## src/common/irq_pkg.sv

```systemverilog
// Constants shared by the interrupt priority and pending stage.
package irq_pkg;

  // ----------------------------------------------------------------
  // Register byte addresses
  // ----------------------------------------------------------------
  localparam logic [31:0] ADDR_ROUTE   = 32'h4020_0004;
  localparam logic [31:0] ADDR_BLOCK   = 32'h4020_0008;
  localparam logic [31:0] ADDR_ORDER   = 32'h4020_000C;
  localparam logic [31:0] ADDR_PENDING = 32'h4020_0010;
  localparam logic [31:0] ADDR_INDEX   = 32'h4020_0014;

  // ----------------------------------------------------------------
  // Reset values and masks
  // ----------------------------------------------------------------
  localparam logic [31:0] RST_ROUTE   = 32'h0000_0000;
  localparam logic [31:0] RST_BLOCK   = 32'hFFFF_FFFF;
  localparam logic [31:0] RST_ORDER   = 32'h0000_007F;
  localparam logic [31:0] RST_PENDING = 32'h0000_0000;
  localparam logic [4:0]  RST_INDEX   = 5'h00;
  localparam logic [31:0] ORDER_MASK  = 32'h001F_FFFF;

  // ----------------------------------------------------------------
  // Order control fields
  // ----------------------------------------------------------------
  localparam int unsigned ROT_BASE = 0;
  localparam int unsigned SEL_BASE = 7;
  localparam int unsigned SEL_W    = 2;
  localparam int unsigned TOP_ARB  = 6;

  // ----------------------------------------------------------------
  // Source groups of the first-level arbiters
  // ----------------------------------------------------------------
  localparam int unsigned GROUP_BASE [0:5] = '{0, 4, 10, 16, 22, 28};
  localparam logic [5:0]  GROUP_WIDE = 6'h1E;

endpackage

```

## src/rtl/irq_priority_pending.sv

```systemverilog
// IRQ priority resolution and pending-winner register with an APB slave.
`timescale 1ns/1ns
// What this block does
// - Order control register is readable, writable and resets to 0x7f.
// - Arbiters 1-3 order selects at [10:9],[12:11],[14:13] with four orders.
// - Arbiters 4 and 6 selects at [16:15],[20:19], same orders, reset zero.
// - Six-input arbiters: request 0 always first, request 5 always last.
// - Arbiter 0 select at [8:7] rotates ranking of requests 1 to 4.
// - Arbiter 5 select at [18:17], same rotating orders, resets zero.
// - Bit n enables rotation of arbiter n, each resets to one.
// - Pending-winner bit set only for highest unblocked waiting request.
// - At most one pending-winner bit set; it drives the IRQ line.
// - Writing ones clears pending-winner bits; zeros leave them alone.
// - Fast-routed sources never set a pending-winner bit.
// - Pending-winner bit shows a raised request; register resets to zero.
// - Bit 31 pen/converter, 27 two-wire, 26/25 USB, 0 external group a.
// - Route bit one sends a source to fast path; all reset to IRQ.
// - Block bit keeps a source out of arbitration only.
// - Read-only winner index holds the set bit number, clears with it.
module irq_priority_pending (
  input  wire logic        pclk,
  input  wire logic        presetn,
  input  wire logic        psel,
  input  wire logic        penable,
  input  wire logic        pwrite,
  input  wire logic [31:0] paddr,
  input  wire logic [31:0] pwdata,
  output logic      [31:0] prdata,
  output logic             pready,
  output logic             pslverr,
  input  wire logic [31:0] source_request_latch,
  output logic      [31:0] fast_route_select,
  output logic      [31:0] source_block_bits,
  output logic             irq
);

  // ----------------------------------------------------------------
  // State
  // ----------------------------------------------------------------
  typedef struct packed {
    logic [31:0] route;
    logic [31:0] block;
    logic [31:0] order;
    logic [31:0] pending;
    logic [4:0]  index;
    logic [31:0] rdata;
    logic        ready;
    logic        err;
    logic        irq;
  } state_t;

  state_t st;
  state_t next_st;

  // ----------------------------------------------------------------
  // Arbiter
  // ----------------------------------------------------------------
  // Result is {valid, index}. Requests 1 to 4 rotate with the select;
  // a four-input group simply never raises requests 0 and 5.
  function automatic logic [3:0] pick(
    input logic [5:0] req,
    input logic [1:0] sel
  );
    logic [3:0] res;
    logic [1:0] k;
    res = 4'h0;
    if (req[5]) begin
      res = {1'b1, 3'd5};
    end
    for (int i = 3; i >= 0; i--) begin
      k = 2'(sel + 2'(i));
      if (req[3'(k) + 3'd1]) begin
        res = {1'b1, 3'(k) + 3'd1};
      end
    end
    if (req[0]) begin
      res = {1'b1, 3'd0};
    end
    return res;
  endfunction

  // ----------------------------------------------------------------
  // Candidate requests
  // ----------------------------------------------------------------
  logic [31:0] cand;
  logic [5:0]  top_req;
  logic [3:0]  top_pick;
  logic [3:0]  grp_pick [0:5];
  logic [4:0]  grp_src  [0:5];

  // Blocked sources still latch outside; only arbitration ignores them.
  assign cand = source_request_latch & ~st.block & ~st.route;

  genvar g;
  generate
    for (g = 0; g < 6; g++) begin : grp
      logic [5:0] req;
      logic [1:0] sel;
      if (irq_pkg::GROUP_WIDE[g]) begin : wide
        assign req = cand[irq_pkg::GROUP_BASE[g] +: 6];
        assign grp_src[g] = 5'(irq_pkg::GROUP_BASE[g])
                          + 5'(grp_pick[g][2:0]);
      end else begin : narrow
        assign req = {1'b0, cand[irq_pkg::GROUP_BASE[g] +: 4], 1'b0};
        assign grp_src[g] = 5'(irq_pkg::GROUP_BASE[g])
                          + 5'(grp_pick[g][2:0]) - 5'd1;
      end
      assign sel = st.order[irq_pkg::SEL_BASE + irq_pkg::SEL_W * g +: 2];
      assign grp_pick[g] = pick(req, sel);
      assign top_req[g] = grp_pick[g][3];
    end
  endgenerate

  // ----------------------------------------------------------------
  // Top arbiter
  // ----------------------------------------------------------------
  // Group 0 enters as request 0 and group 5 as request 5, so those two
  // groups keep their fixed rank whatever the top select says.
  logic [1:0] top_sel;

  assign top_sel  = st.order[irq_pkg::SEL_BASE + irq_pkg::SEL_W * irq_pkg::TOP_ARB +: 2];
  assign top_pick = pick(top_req, top_sel);

  // ----------------------------------------------------------------
  // Bus decode
  // ----------------------------------------------------------------
  logic        setup;
  logic        commit;
  logic        known;
  logic [31:0] rd_mux;

  assign setup  = psel & ~penable;
  assign commit = psel & penable & st.ready & pwrite;

  always_comb begin
    known  = 1'b1;
    rd_mux = 32'h0000_0000;
    case (paddr)
      irq_pkg::ADDR_ROUTE: begin
        rd_mux = st.route;
      end
      irq_pkg::ADDR_BLOCK: begin
        rd_mux = st.block;
      end
      irq_pkg::ADDR_ORDER: begin
        rd_mux = st.order;
      end
      irq_pkg::ADDR_PENDING: begin
        rd_mux = st.pending;
      end
      irq_pkg::ADDR_INDEX: begin
        rd_mux = {27'h0, st.index};
      end
      default: begin
        known = 1'b0;
      end
    endcase
  end

  // ----------------------------------------------------------------
  // Bus response
  // ----------------------------------------------------------------
  logic [31:0] resp_rdata;
  logic        resp_err;

  // Read data is captured at setup, so the access phase never waits.
  always_comb begin
    resp_rdata = 32'h0000_0000;
    resp_err   = 1'b0;
    if (setup) begin
      resp_err = ~known;
      if (!pwrite) begin
        resp_rdata = rd_mux;
      end
    end
  end

  // ----------------------------------------------------------------
  // Write decode
  // ----------------------------------------------------------------
  logic wr_route;
  logic wr_block;
  logic wr_order;
  logic wr_pending;

  // The index register is read only: a write to it is dropped quietly.
  always_comb begin
    wr_route   = 1'b0;
    wr_block   = 1'b0;
    wr_order   = 1'b0;
    wr_pending = 1'b0;
    if (commit) begin
      case (paddr)
        irq_pkg::ADDR_ROUTE: begin
          wr_route = 1'b1;
        end
        irq_pkg::ADDR_BLOCK: begin
          wr_block = 1'b1;
        end
        irq_pkg::ADDR_ORDER: begin
          wr_order = 1'b1;
        end
        irq_pkg::ADDR_PENDING: begin
          wr_pending = 1'b1;
        end
        default: begin
          wr_pending = 1'b0;
        end
      endcase
    end
  end

  // ----------------------------------------------------------------
  // Winner selection
  // ----------------------------------------------------------------
  logic       take;
  logic [2:0] win_grp;
  logic [2:0] win_req;
  logic [4:0] win_src;

  // A new winner is taken only while nothing is pending, which keeps
  // the register one-hot without a second comparison stage.
  assign take    = (st.pending == 32'h0000_0000) && top_pick[3];
  assign win_grp = top_pick[2:0];

  always_comb begin
    win_req = 3'd0;
    win_src = 5'd0;
    for (int i = 0; i < 6; i++) begin
      if (3'(i) == win_grp) begin
        win_req = grp_pick[i][2:0];
        win_src = grp_src[i];
      end
    end
  end

  // ----------------------------------------------------------------
  // Rotation
  // ----------------------------------------------------------------
  logic        grp_rot;
  logic        top_rot;
  logic [31:0] rot_order;

  // Requests 0 and 5 hold fixed ranks, so a win by either leaves a select alone.
  assign grp_rot = st.order[irq_pkg::ROT_BASE + 32'(win_grp)] &&
                   win_req >= 3'd1 && win_req <= 3'd4;
  assign top_rot = st.order[irq_pkg::ROT_BASE + irq_pkg::TOP_ARB] &&
                   win_grp >= 3'd1 && win_grp <= 3'd4;

  always_comb begin
    rot_order = st.order;
    if (top_rot) begin
      rot_order[irq_pkg::SEL_BASE + irq_pkg::SEL_W * irq_pkg::TOP_ARB +: 2] = win_grp[1:0];
    end
    if (grp_rot) begin
      rot_order[irq_pkg::SEL_BASE + irq_pkg::SEL_W * 32'(win_grp) +: 2] = win_req[1:0];
    end
  end

  // ----------------------------------------------------------------
  // Pending update
  // ----------------------------------------------------------------
  logic [31:0] clr;
  logic [31:0] set;
  logic [31:0] pend_next;

  always_comb begin
    set = 32'h0000_0000;
    clr = 32'h0000_0000;
    if (take) begin
      set[win_src] = 1'b1;
    end
    if (wr_pending) begin
      clr = pwdata;
    end
  end

  // Set wins over a clear that lands in the same cycle.
  assign pend_next = (st.pending & ~clr) | set;

  // ----------------------------------------------------------------
  // Next state
  // ----------------------------------------------------------------
  always_comb begin
    next_st       = st;
    next_st.ready = setup;
    next_st.rdata = resp_rdata;
    next_st.err   = resp_err;

    if (take) begin
      next_st.index = win_src;
      next_st.order = rot_order;
    end

    // Software writes; order writes win over a same-cycle rotation.
    if (wr_route) begin
      next_st.route = pwdata;
    end
    if (wr_block) begin
      next_st.block = pwdata;
    end
    if (wr_order) begin
      next_st.order = pwdata & irq_pkg::ORDER_MASK;
    end

    next_st.pending = pend_next;
    if (pend_next == 32'h0000_0000) begin
      next_st.index = irq_pkg::RST_INDEX;
    end
    next_st.irq = |pend_next;
  end

  // ----------------------------------------------------------------
  // Registers
  // ----------------------------------------------------------------
  always_ff @(posedge pclk or negedge presetn) begin
    if (!presetn) begin
      st.route   <= irq_pkg::RST_ROUTE;
      st.block   <= irq_pkg::RST_BLOCK;
      st.order   <= irq_pkg::RST_ORDER;
      st.pending <= irq_pkg::RST_PENDING;
      st.index   <= irq_pkg::RST_INDEX;
      st.rdata   <= 32'h0000_0000;
      st.ready   <= 1'b0;
      st.err     <= 1'b0;
      st.irq     <= 1'b0;
    end else begin
      st <= next_st;
    end
  end

  // ----------------------------------------------------------------
  // Outputs
  // ----------------------------------------------------------------
  assign prdata            = st.rdata;
  assign pready            = st.ready;
  assign pslverr           = st.err;
  assign fast_route_select = st.route;
  assign source_block_bits = st.block;
  assign irq               = st.irq;

endmodule // irq_priority_pending

```

## config.mk

```make
export PLATFORM = sky130hd
export DESIGN_NAME = irq_priority_pending
export DESIGN_NICKNAME = d
export VERILOG_FILES = /design/src/common/irq_pkg.sv /design/src/rtl/irq_priority_pending.sv
export SDC_FILE = /design/constraint.sdc
export NUM_CORES = 1
export LEC_CHECK = 0
export ABC_AREA = 1
export BUFFER_PORTS_ARGS = -buffer_cell sky130_fd_sc_hd__buf_2
export CAP_MARGIN = 20
export CORE_UTILIZATION = 55
export CTS_CLUSTER_DIAMETER = 200
export CTS_CLUSTER_SIZE = 30
export DETAILED_ROUTE_END_ITERATION = 7
export PLACE_DENSITY = 0.83
export SLEW_MARGIN = 20
export SYNTH_ARGS = -nofsm -noshare
export SYNTH_HDL_FRONTEND = slang
export SYNTH_SLANG_ARGS = --single-unit
```

## constraint.sdc

```tcl
create_clock -name pclk -period 13.2 [get_ports pclk]
set_input_delay 0 -clock pclk [delete_from_list [all_inputs] [get_ports pclk]]
set_output_delay 0 -clock pclk [all_outputs]
set_load 0.01 [all_outputs]
```

==> flow_summary_export.csv, run 1 <==
group,metric,value,unit
global_route,grt_pass1_vias,12100,
min_path,holdPathStages,5,
floorplan,core,0.0221,mm2
clocking,hold_buffers,36,
synth,synthTopCellsByArea,"dfrtp_1, nand2_1, dfstp_2",
floorplan,die_h,153,um
placed_design,hpwlAfterDp,30700,um
finish,antenna_cells,0,
min_path,hold_end,"pslverr$_DFF_PN0_",
floorplan,io_pins,200,
clocking,cts_root_buf,"clkbuf_16",
power,power_density,198,mW/mm2
placed_design,globalplace.congestion,1.01,
sta,post-route-period-util,0.507,
floorplan,die_width,153,um
synth,ys_ff_latch,168,
synth,synth_top_area_cell,"dfrtp_1",
detailed_routing,vias,13000,
global_route,grt_antenna_before_repair,0,
worst_setup_path,startpoint_type,"flop",
placed_design,place_inst,2137,
clocking,htreeDepth,4,
synth,ys_seq_area_frac,0.339,
synth,synth_edf_count,0,
synth,yosysWarningCount,0,
finish,num-fill-cells,1979,
worst_setup_path,regToRegSetupSlack,6510,ps
run,maxCapViolCount,0,
detailed_routing,first_iter_violations,1311,
worst_setup_path,critPathCaptureType,"flop",
synth,ys_async_sr_fraction,1.00,
synth,avgSynthCellArea,7.00,um2
finish,final_cell_count_no_fill,2205,
clocking,clockBufferDepth,2,
detailed_routing,first_pass_iters,6,
floorplan,die_area,0.0234,mm2
synth,synthTopCellsByCount,"nand2_1, nand3_1, nor2_1",
sta,clock_skew,12.0,ps
synth,syn_area,0.0126,mm2
worst_setup_path,rr_endpoint,"st[96]$_DFFE_PN0P_",
min_path,hp-start,"paddr[3]",
synth,synth_cells,1794,
clocking,cts_setup_buffers,0,
sta,worst_slew_pin_slew,1180,ps
global_route,grt_max_degree,90,
detailed_routing,ant_nets,0,
worst_setup_path,cpPeakStageDelay,730,ps
clocking,path_clk_slew,80,ps
global_route,grt_pass1_wl,65500,um
worst_setup_path,worstPathRequired,13560,ps
clocking,cts_buffers,17,
sta,max_freq,150,MHz
finish,nets,2052,
detailed_routing,via_per_inst,5.91,
worst_setup_path,r2r_start,"grp[3].sel[0]$_DFFE_PN0P_",
sta,setup_viol,0,
outcome,status,"finished, final reports clean",
worst_setup_path,crit_arrival,7040,ps
detailed_routing,wirelength,42000,um
clocking,insertion_delay,440,ps
floorplan,rows,54,
clocking,cts.sinks,168,
synth,yosysUniqueCellTypes,61,
detailed_routing,wl_per_cell,19.0,um
clocking,cts_tree,"done",
finish,areaGrowthSynthToFinish,11.3,%
sta,relSlewSlack,0.209,
power,vdd_drop_max,165,uV
finish,drive_above_1_share,0.208,
detailed_routing,drc,0,
sta,hold_viol,0,
sta,period_needed,6690,ps
floorplan,initial_utilization,0.569,
power,leakage,7.07,nW
sta,finalMaxSlewViolations,0,
synth,synth.most_common_cell,"nand2_1",
global_route,grt_overflow,0,
synth,synth_flop_cell,"dfrtp_1",
worst_setup_path,worst-path-buf-inv,2,
sta,rsz0062_at_grt,"no",
worst_setup_path,crit_family,"simple AND/OR/NAND/NOR gates",
placed_design,portBuffers,199,
global_route,grt_usage,0.360,
worst_setup_path,critPathSlowestCell,"nor2_2",
worst_setup_path,cp_common_cell,"nand2_1",
worst_setup_path,critPathMaxFanout,21,
synth,yosys.area.top_type_share,0.257,
worst_setup_path,crit_type,"reg2reg",
min_path,hold_path.class,"in2reg",
clocking,post_cts_resize_count,0,
sta,tns,0,ps
worst_setup_path,r2r_cells,36,
synth,synth_nets,1934,
kinds of logic (layout without fill, tap and decap cells):
kind of cell    Yosys count  count (layout)  synth area share
xor+xnor                  4               4           0.00488
simple gates            967             967             0.348
compound gates          292             292             0.136
flops                   168             168             0.339
fa+ha+maj                39              39            0.0388
buf+inv                 324             455             0.133
through the flow:
stage                     cell area, um2  hold slack, ps  total power [mW]  worst slack [ps]   util
after global placement             13000             107              2.18              6670  0.589
after floorplan                    12600            -296              1.78              8510      -
final                              14000            68.2              2.77              6510  0.633
after CTS                          14000            36.6              2.72              6640  0.632
after global routing               14000             105              2.92              5930  0.633
after detailed placement           13000             114              2.19              6670  0.589
worst reg2reg max path: cells and delay by family, from the launching register on:
family	cells	cell delay, ps
compound gates	5	910
flops	1	710
simple gates	26	3210
fa+ha+maj	2	1000
buf+inv	2	520
xor+xnor	1	290
final cells by class:
type / count / area [um2] / area share
Tap cell: 280 / 350 / 0.0251
Clock buffer: 17 / 425 / 0.0304
Inverter: 180 / 694 / 0.0497
Sequential cell: 168 / 4250 / 0.304
Multi-Input combinational cell: 1302 / 6660 / 0.476
Timing Repair Buffer: 243 / 1430 / 0.102
Clock inverter: 15 / 175 / 0.0125
layer usage:
metal	wire length, um	GRT usage
met1	16800	0.461
met3	3960	0.0686
met4	1580	0.155
met2	19700	0.593
met5	0	0
state kept, by name, indices dropped and copies added, names as in the netlist:
name               count
st                    57
source_block_bits     32
prdata                32
pready                 1
irq                    1
fast_route_select     32
grp.sel               12
pslverr                1
worst max path at each step:
stage / from / to / slack, ps / depth (start not counted)
after floorplan: grp[0].sel[0]$_DFFE_PN0P_ / st[35]$_DFFE_PN0P_ / 8510 / 42
after global placement: st[91]$_DFFE_PN0N_ / st[95]$_DFFE_PN0P_ / 6670 / 30
after detailed placement: grp[3].sel[0]$_DFFE_PN0P_ / st[96]$_DFFE_PN0P_ / 6670 / 36
after CTS: grp[3].sel[0]$_DFFE_PN0P_ / st[96]$_DFFE_PN0P_ / 6640 / 36
after global routing: grp[3].sel[0]$_DFFE_PN0P_ / st[96]$_DFFE_PN0P_ / 5930 / 36
final: grp[3].sel[0]$_DFFE_PN0P_ / st[96]$_DFFE_PN0P_ / 6510 / 36
report_power, final:
| group | switching, mW | internal [mW] | total [mW] | leakage (nW) |
|---|---|---|---|---|
| clock | 0.257 | 0.257 | 0.514 | 0.294 |
| sequential | 0.0479 | 0.564 | 0.612 | 2.17 |
| combinational | 1.22 | 0.422 | 1.64 | 4.61 |
| total | 1.52 | 1.24 | 2.77 | 7.07 |
layout by cell type, fill, tap and decap left out, types with 21 or more instances in the layout:
cell / n
dfstp_2: 39
nor2_1: 158
nand2_2: 25
nor3_1: 21
inv_2: 28
inv_1: 144
dfrtp_1: 129
nand3_1: 166
ha_1: 39
dlygate4sd3_1: 36
buf_2: 198
nand2_1: 488
a221oi_1: 21
a21oi_1: 47
o21ai_0: 152
(Power assumes the default switching activity.)
==> run 2: changes to the inputs <==
Clock period 13.2 ns to 6.38 ns, I/O delays scaled along.
==> flow_summary_export.csv, run 2 (synthesis gave the netlist of run 1 again) <==
group,metric,value,unit
outcome,status,"finished, final reports clean",
finish,final_cell_count_no_fill,2219,
placed_design,hpwlAfterDp,31400,um
finish,mostFrequentLayoutCells,"nand2_1, buf_2, nand3_1",
clocking,cts_root_buf,"clkbuf_16",
power,power,5.81,mW
clocking,htreeDepth,4,
floorplan,core,0.0221,mm2
power,vdd_drop_max,365,uV
global_route,grt_pass1_wl,66700,um
clocking,cts_tree,"done",
power,power_density,412,mW/mm2
detailed_routing,via_per_inst,5.88,
sta,clock_skew,11.3,ps
floorplan,io_pins,200,
power,netSwitchingFraction,0.544,
sta,setup_viol,0,
sta,hold_viol,0,
clocking,clockBufferDepth,2,
power,seqPwrFrac,0.219,
worst_setup_path,regToRegSetupSlack,580,ps
detailed_routing,wl_per_cell,19.1,um
worst_setup_path,r2r_start,"grp[0].sel[0]$_DFFE_PN0P_",
power,combPwrFrac,0.599,
global_route,grt_overflow,0,
worst_setup_path,startpoint_type,"flop",
placed_design,place_inst,2151,
worst_setup_path,crit_type,"reg2reg",
finish,areaGrowthSynthToFinish,12.3,%
min_path,hp-start,"paddr[3]",
clocking,cts_buffers,17,
worst_setup_path,worstPathRequired,6710,ps
clocking,insertion_delay,450,ps
power,leakage,7.15,nW
finish,nets,2066,
min_path,hold_path.class,"in2reg",
sta,relSlewSlack,0.387,
detailed_routing,vias,13000,
worst_setup_path,critPathMaxFanout,11,
power,switchingPower,3.16,mW
run,maxCapViolCount,0,
worst_setup_path,cpPeakStageDelay,610,ps
worst_setup_path,crit_family,"simple AND/OR/NAND/NOR gates",
sta,rsz0062_at_grt,"no",
sta,finalMaxSlewViolations,0,
clocking,cts.sinks,168,
finish,antenna_cells,0,
global_route,grt_pass1_vias,12300,
worst_setup_path,r2r_cells,35,
worst_setup_path,crit_arrival,6130,ps
sta,post-route-period-util,0.908,
global_route,grt_usage,0.366,
min_path,hold_end,"pslverr$_DFF_PN0_",
power,clock_power_share,0.183,
detailed_routing,drc,0,
floorplan,die_area,0.0234,mm2
placed_design,portBuffers,199,
floorplan,initial_utilization,0.569,
global_route,grt_antenna_before_repair,0,
worst_setup_path,worst-path-buf-inv,6,
finish,largest-register,"st",
global_route,grt_max_degree,98,
sta,max_freq,173,MHz
sta,worst_slew_pin_slew,920,ps
floorplan,rows,54,
min_path,holdPathStages,5,
finish,drive_above_1_share,0.214,
worst_setup_path,critPathSlowestCell,"dfrtp_1",
power,p_int,2.65,mW
worst_setup_path,cp_common_cell,"nand2_1",
detailed_routing,first_iter_violations,1219,
detailed_routing,ant_nets,0,
sta,tns,0,ps
worst_setup_path,rr_endpoint,"grp[4].sel[0]$_DFFE_PN0P_",
clocking,path_clk_slew,80,ps
worst_setup_path,worst-path-stages,35,
finish,final_common_cell,"nand2_1",
worst_setup_path,critPathCaptureType,"flop",
detailed_routing,first_pass_iters,6,
finish,largest_reg_flops,57,
placed_design,globalplace.congestion,1.03,
floorplan,die_h,153,um
detailed_routing,wirelength,42300,um
sta,period_needed,5800,ps
floorplan,die_width,153,um
## run 2: cell types whose count changed in the layout (fill, tap and decap cells not counted), sizes merged
cell / before / now
clkinv: 14 / 13
inv: 181 / 182
buf: 207 / 221
## run 2: cell type report
class	instances	area (um2)
Multi-Input combinational cell	1302	6660
Tap cell	280	350
Sequential cell	168	4250
Clock buffer	17	425
Clock inverter	15	175
Timing Repair Buffer	257	1540
Inverter	180	694
Fill cell	1983	7990
## run 2: worst max path at each step
stage | end | slack [ps] | from
6_report | grp[4].sel[0]$_DFFE_PN0P_ | 580 | grp[0].sel[0]$_DFFE_PN0P_
5_1_grt | grp[4].sel[1]$_DFFE_PN0P_ | 40 | grp[0].sel[0]$_DFFE_PN0P_
4_1_cts | st[98]$_DFFE_PN0P_ | 590 | grp[0].sel[0]$_DFFE_PN0P_
3_5_place_dp | st[98]$_DFFE_PN0P_ | 620 | grp[0].sel[0]$_DFFE_PN0P_
3_3_place_gp | st[98]$_DFFE_PN0P_ | 810 | grp[0].sel[0]$_DFFE_PN0P_
2_1_floorplan | st[35]$_DFFE_PN0P_ | 1690 | grp[0].sel[0]$_DFFE_PN0P_
## run 2: repair_timing
item / 4_1_cts / 5_1_grt
hold buffers: 36 / 0
endpoints found under the hold margin: 183 / 0
setup buffers: 0 / 0
resized for setup: 0 / 1
setup endpoints to repair: 0 / 1
## run 2: layer usage
metal  up-vias  GRT usage  wire (um)
met4         0      0.149       1560
met1      6118      0.468      16900
li1       6093          -          -
met3       109     0.0593       3900
met2       725      0.617      19900
met5         -          0          0
## run 2: worst reg2reg max path: cells and delay by family (launching register included)
family,cells,cell delay [ps]
adder cells (fa/ha/maj),2,840
AND/OR/NAND/NOR,19,2270
buffers and inverters,6,910
AO/OA/AOI/OAI,8,1060
flip-flops,1,610
## run 2: per-stage QoR
step,util,area [um2],hold WS (ps),setup WS [ps]
after floorplan,-,12600,-296,1690
after global placement,0.593,13100,164,810
after detailed placement,0.594,13100,166,624
after CTS,0.638,14100,22.0,593
after global routing,0.638,14100,71.2,38.4
final,0.638,14100,43.8,584
## run 2: power by group through the flow
stage | Clock (mW) | Combinational [mW] | Sequential (mW)
after CTS | 1.06 | 3.38 | 1.26
final | 1.06 | 3.48 | 1.27
after global routing | 1.11 | 3.82 | 1.27
after detailed placement | 0 | 3.34 | 1.28
after floorplan | 0 | 2.44 | 1.24
after global placement | 0 | 3.32 | 1.28
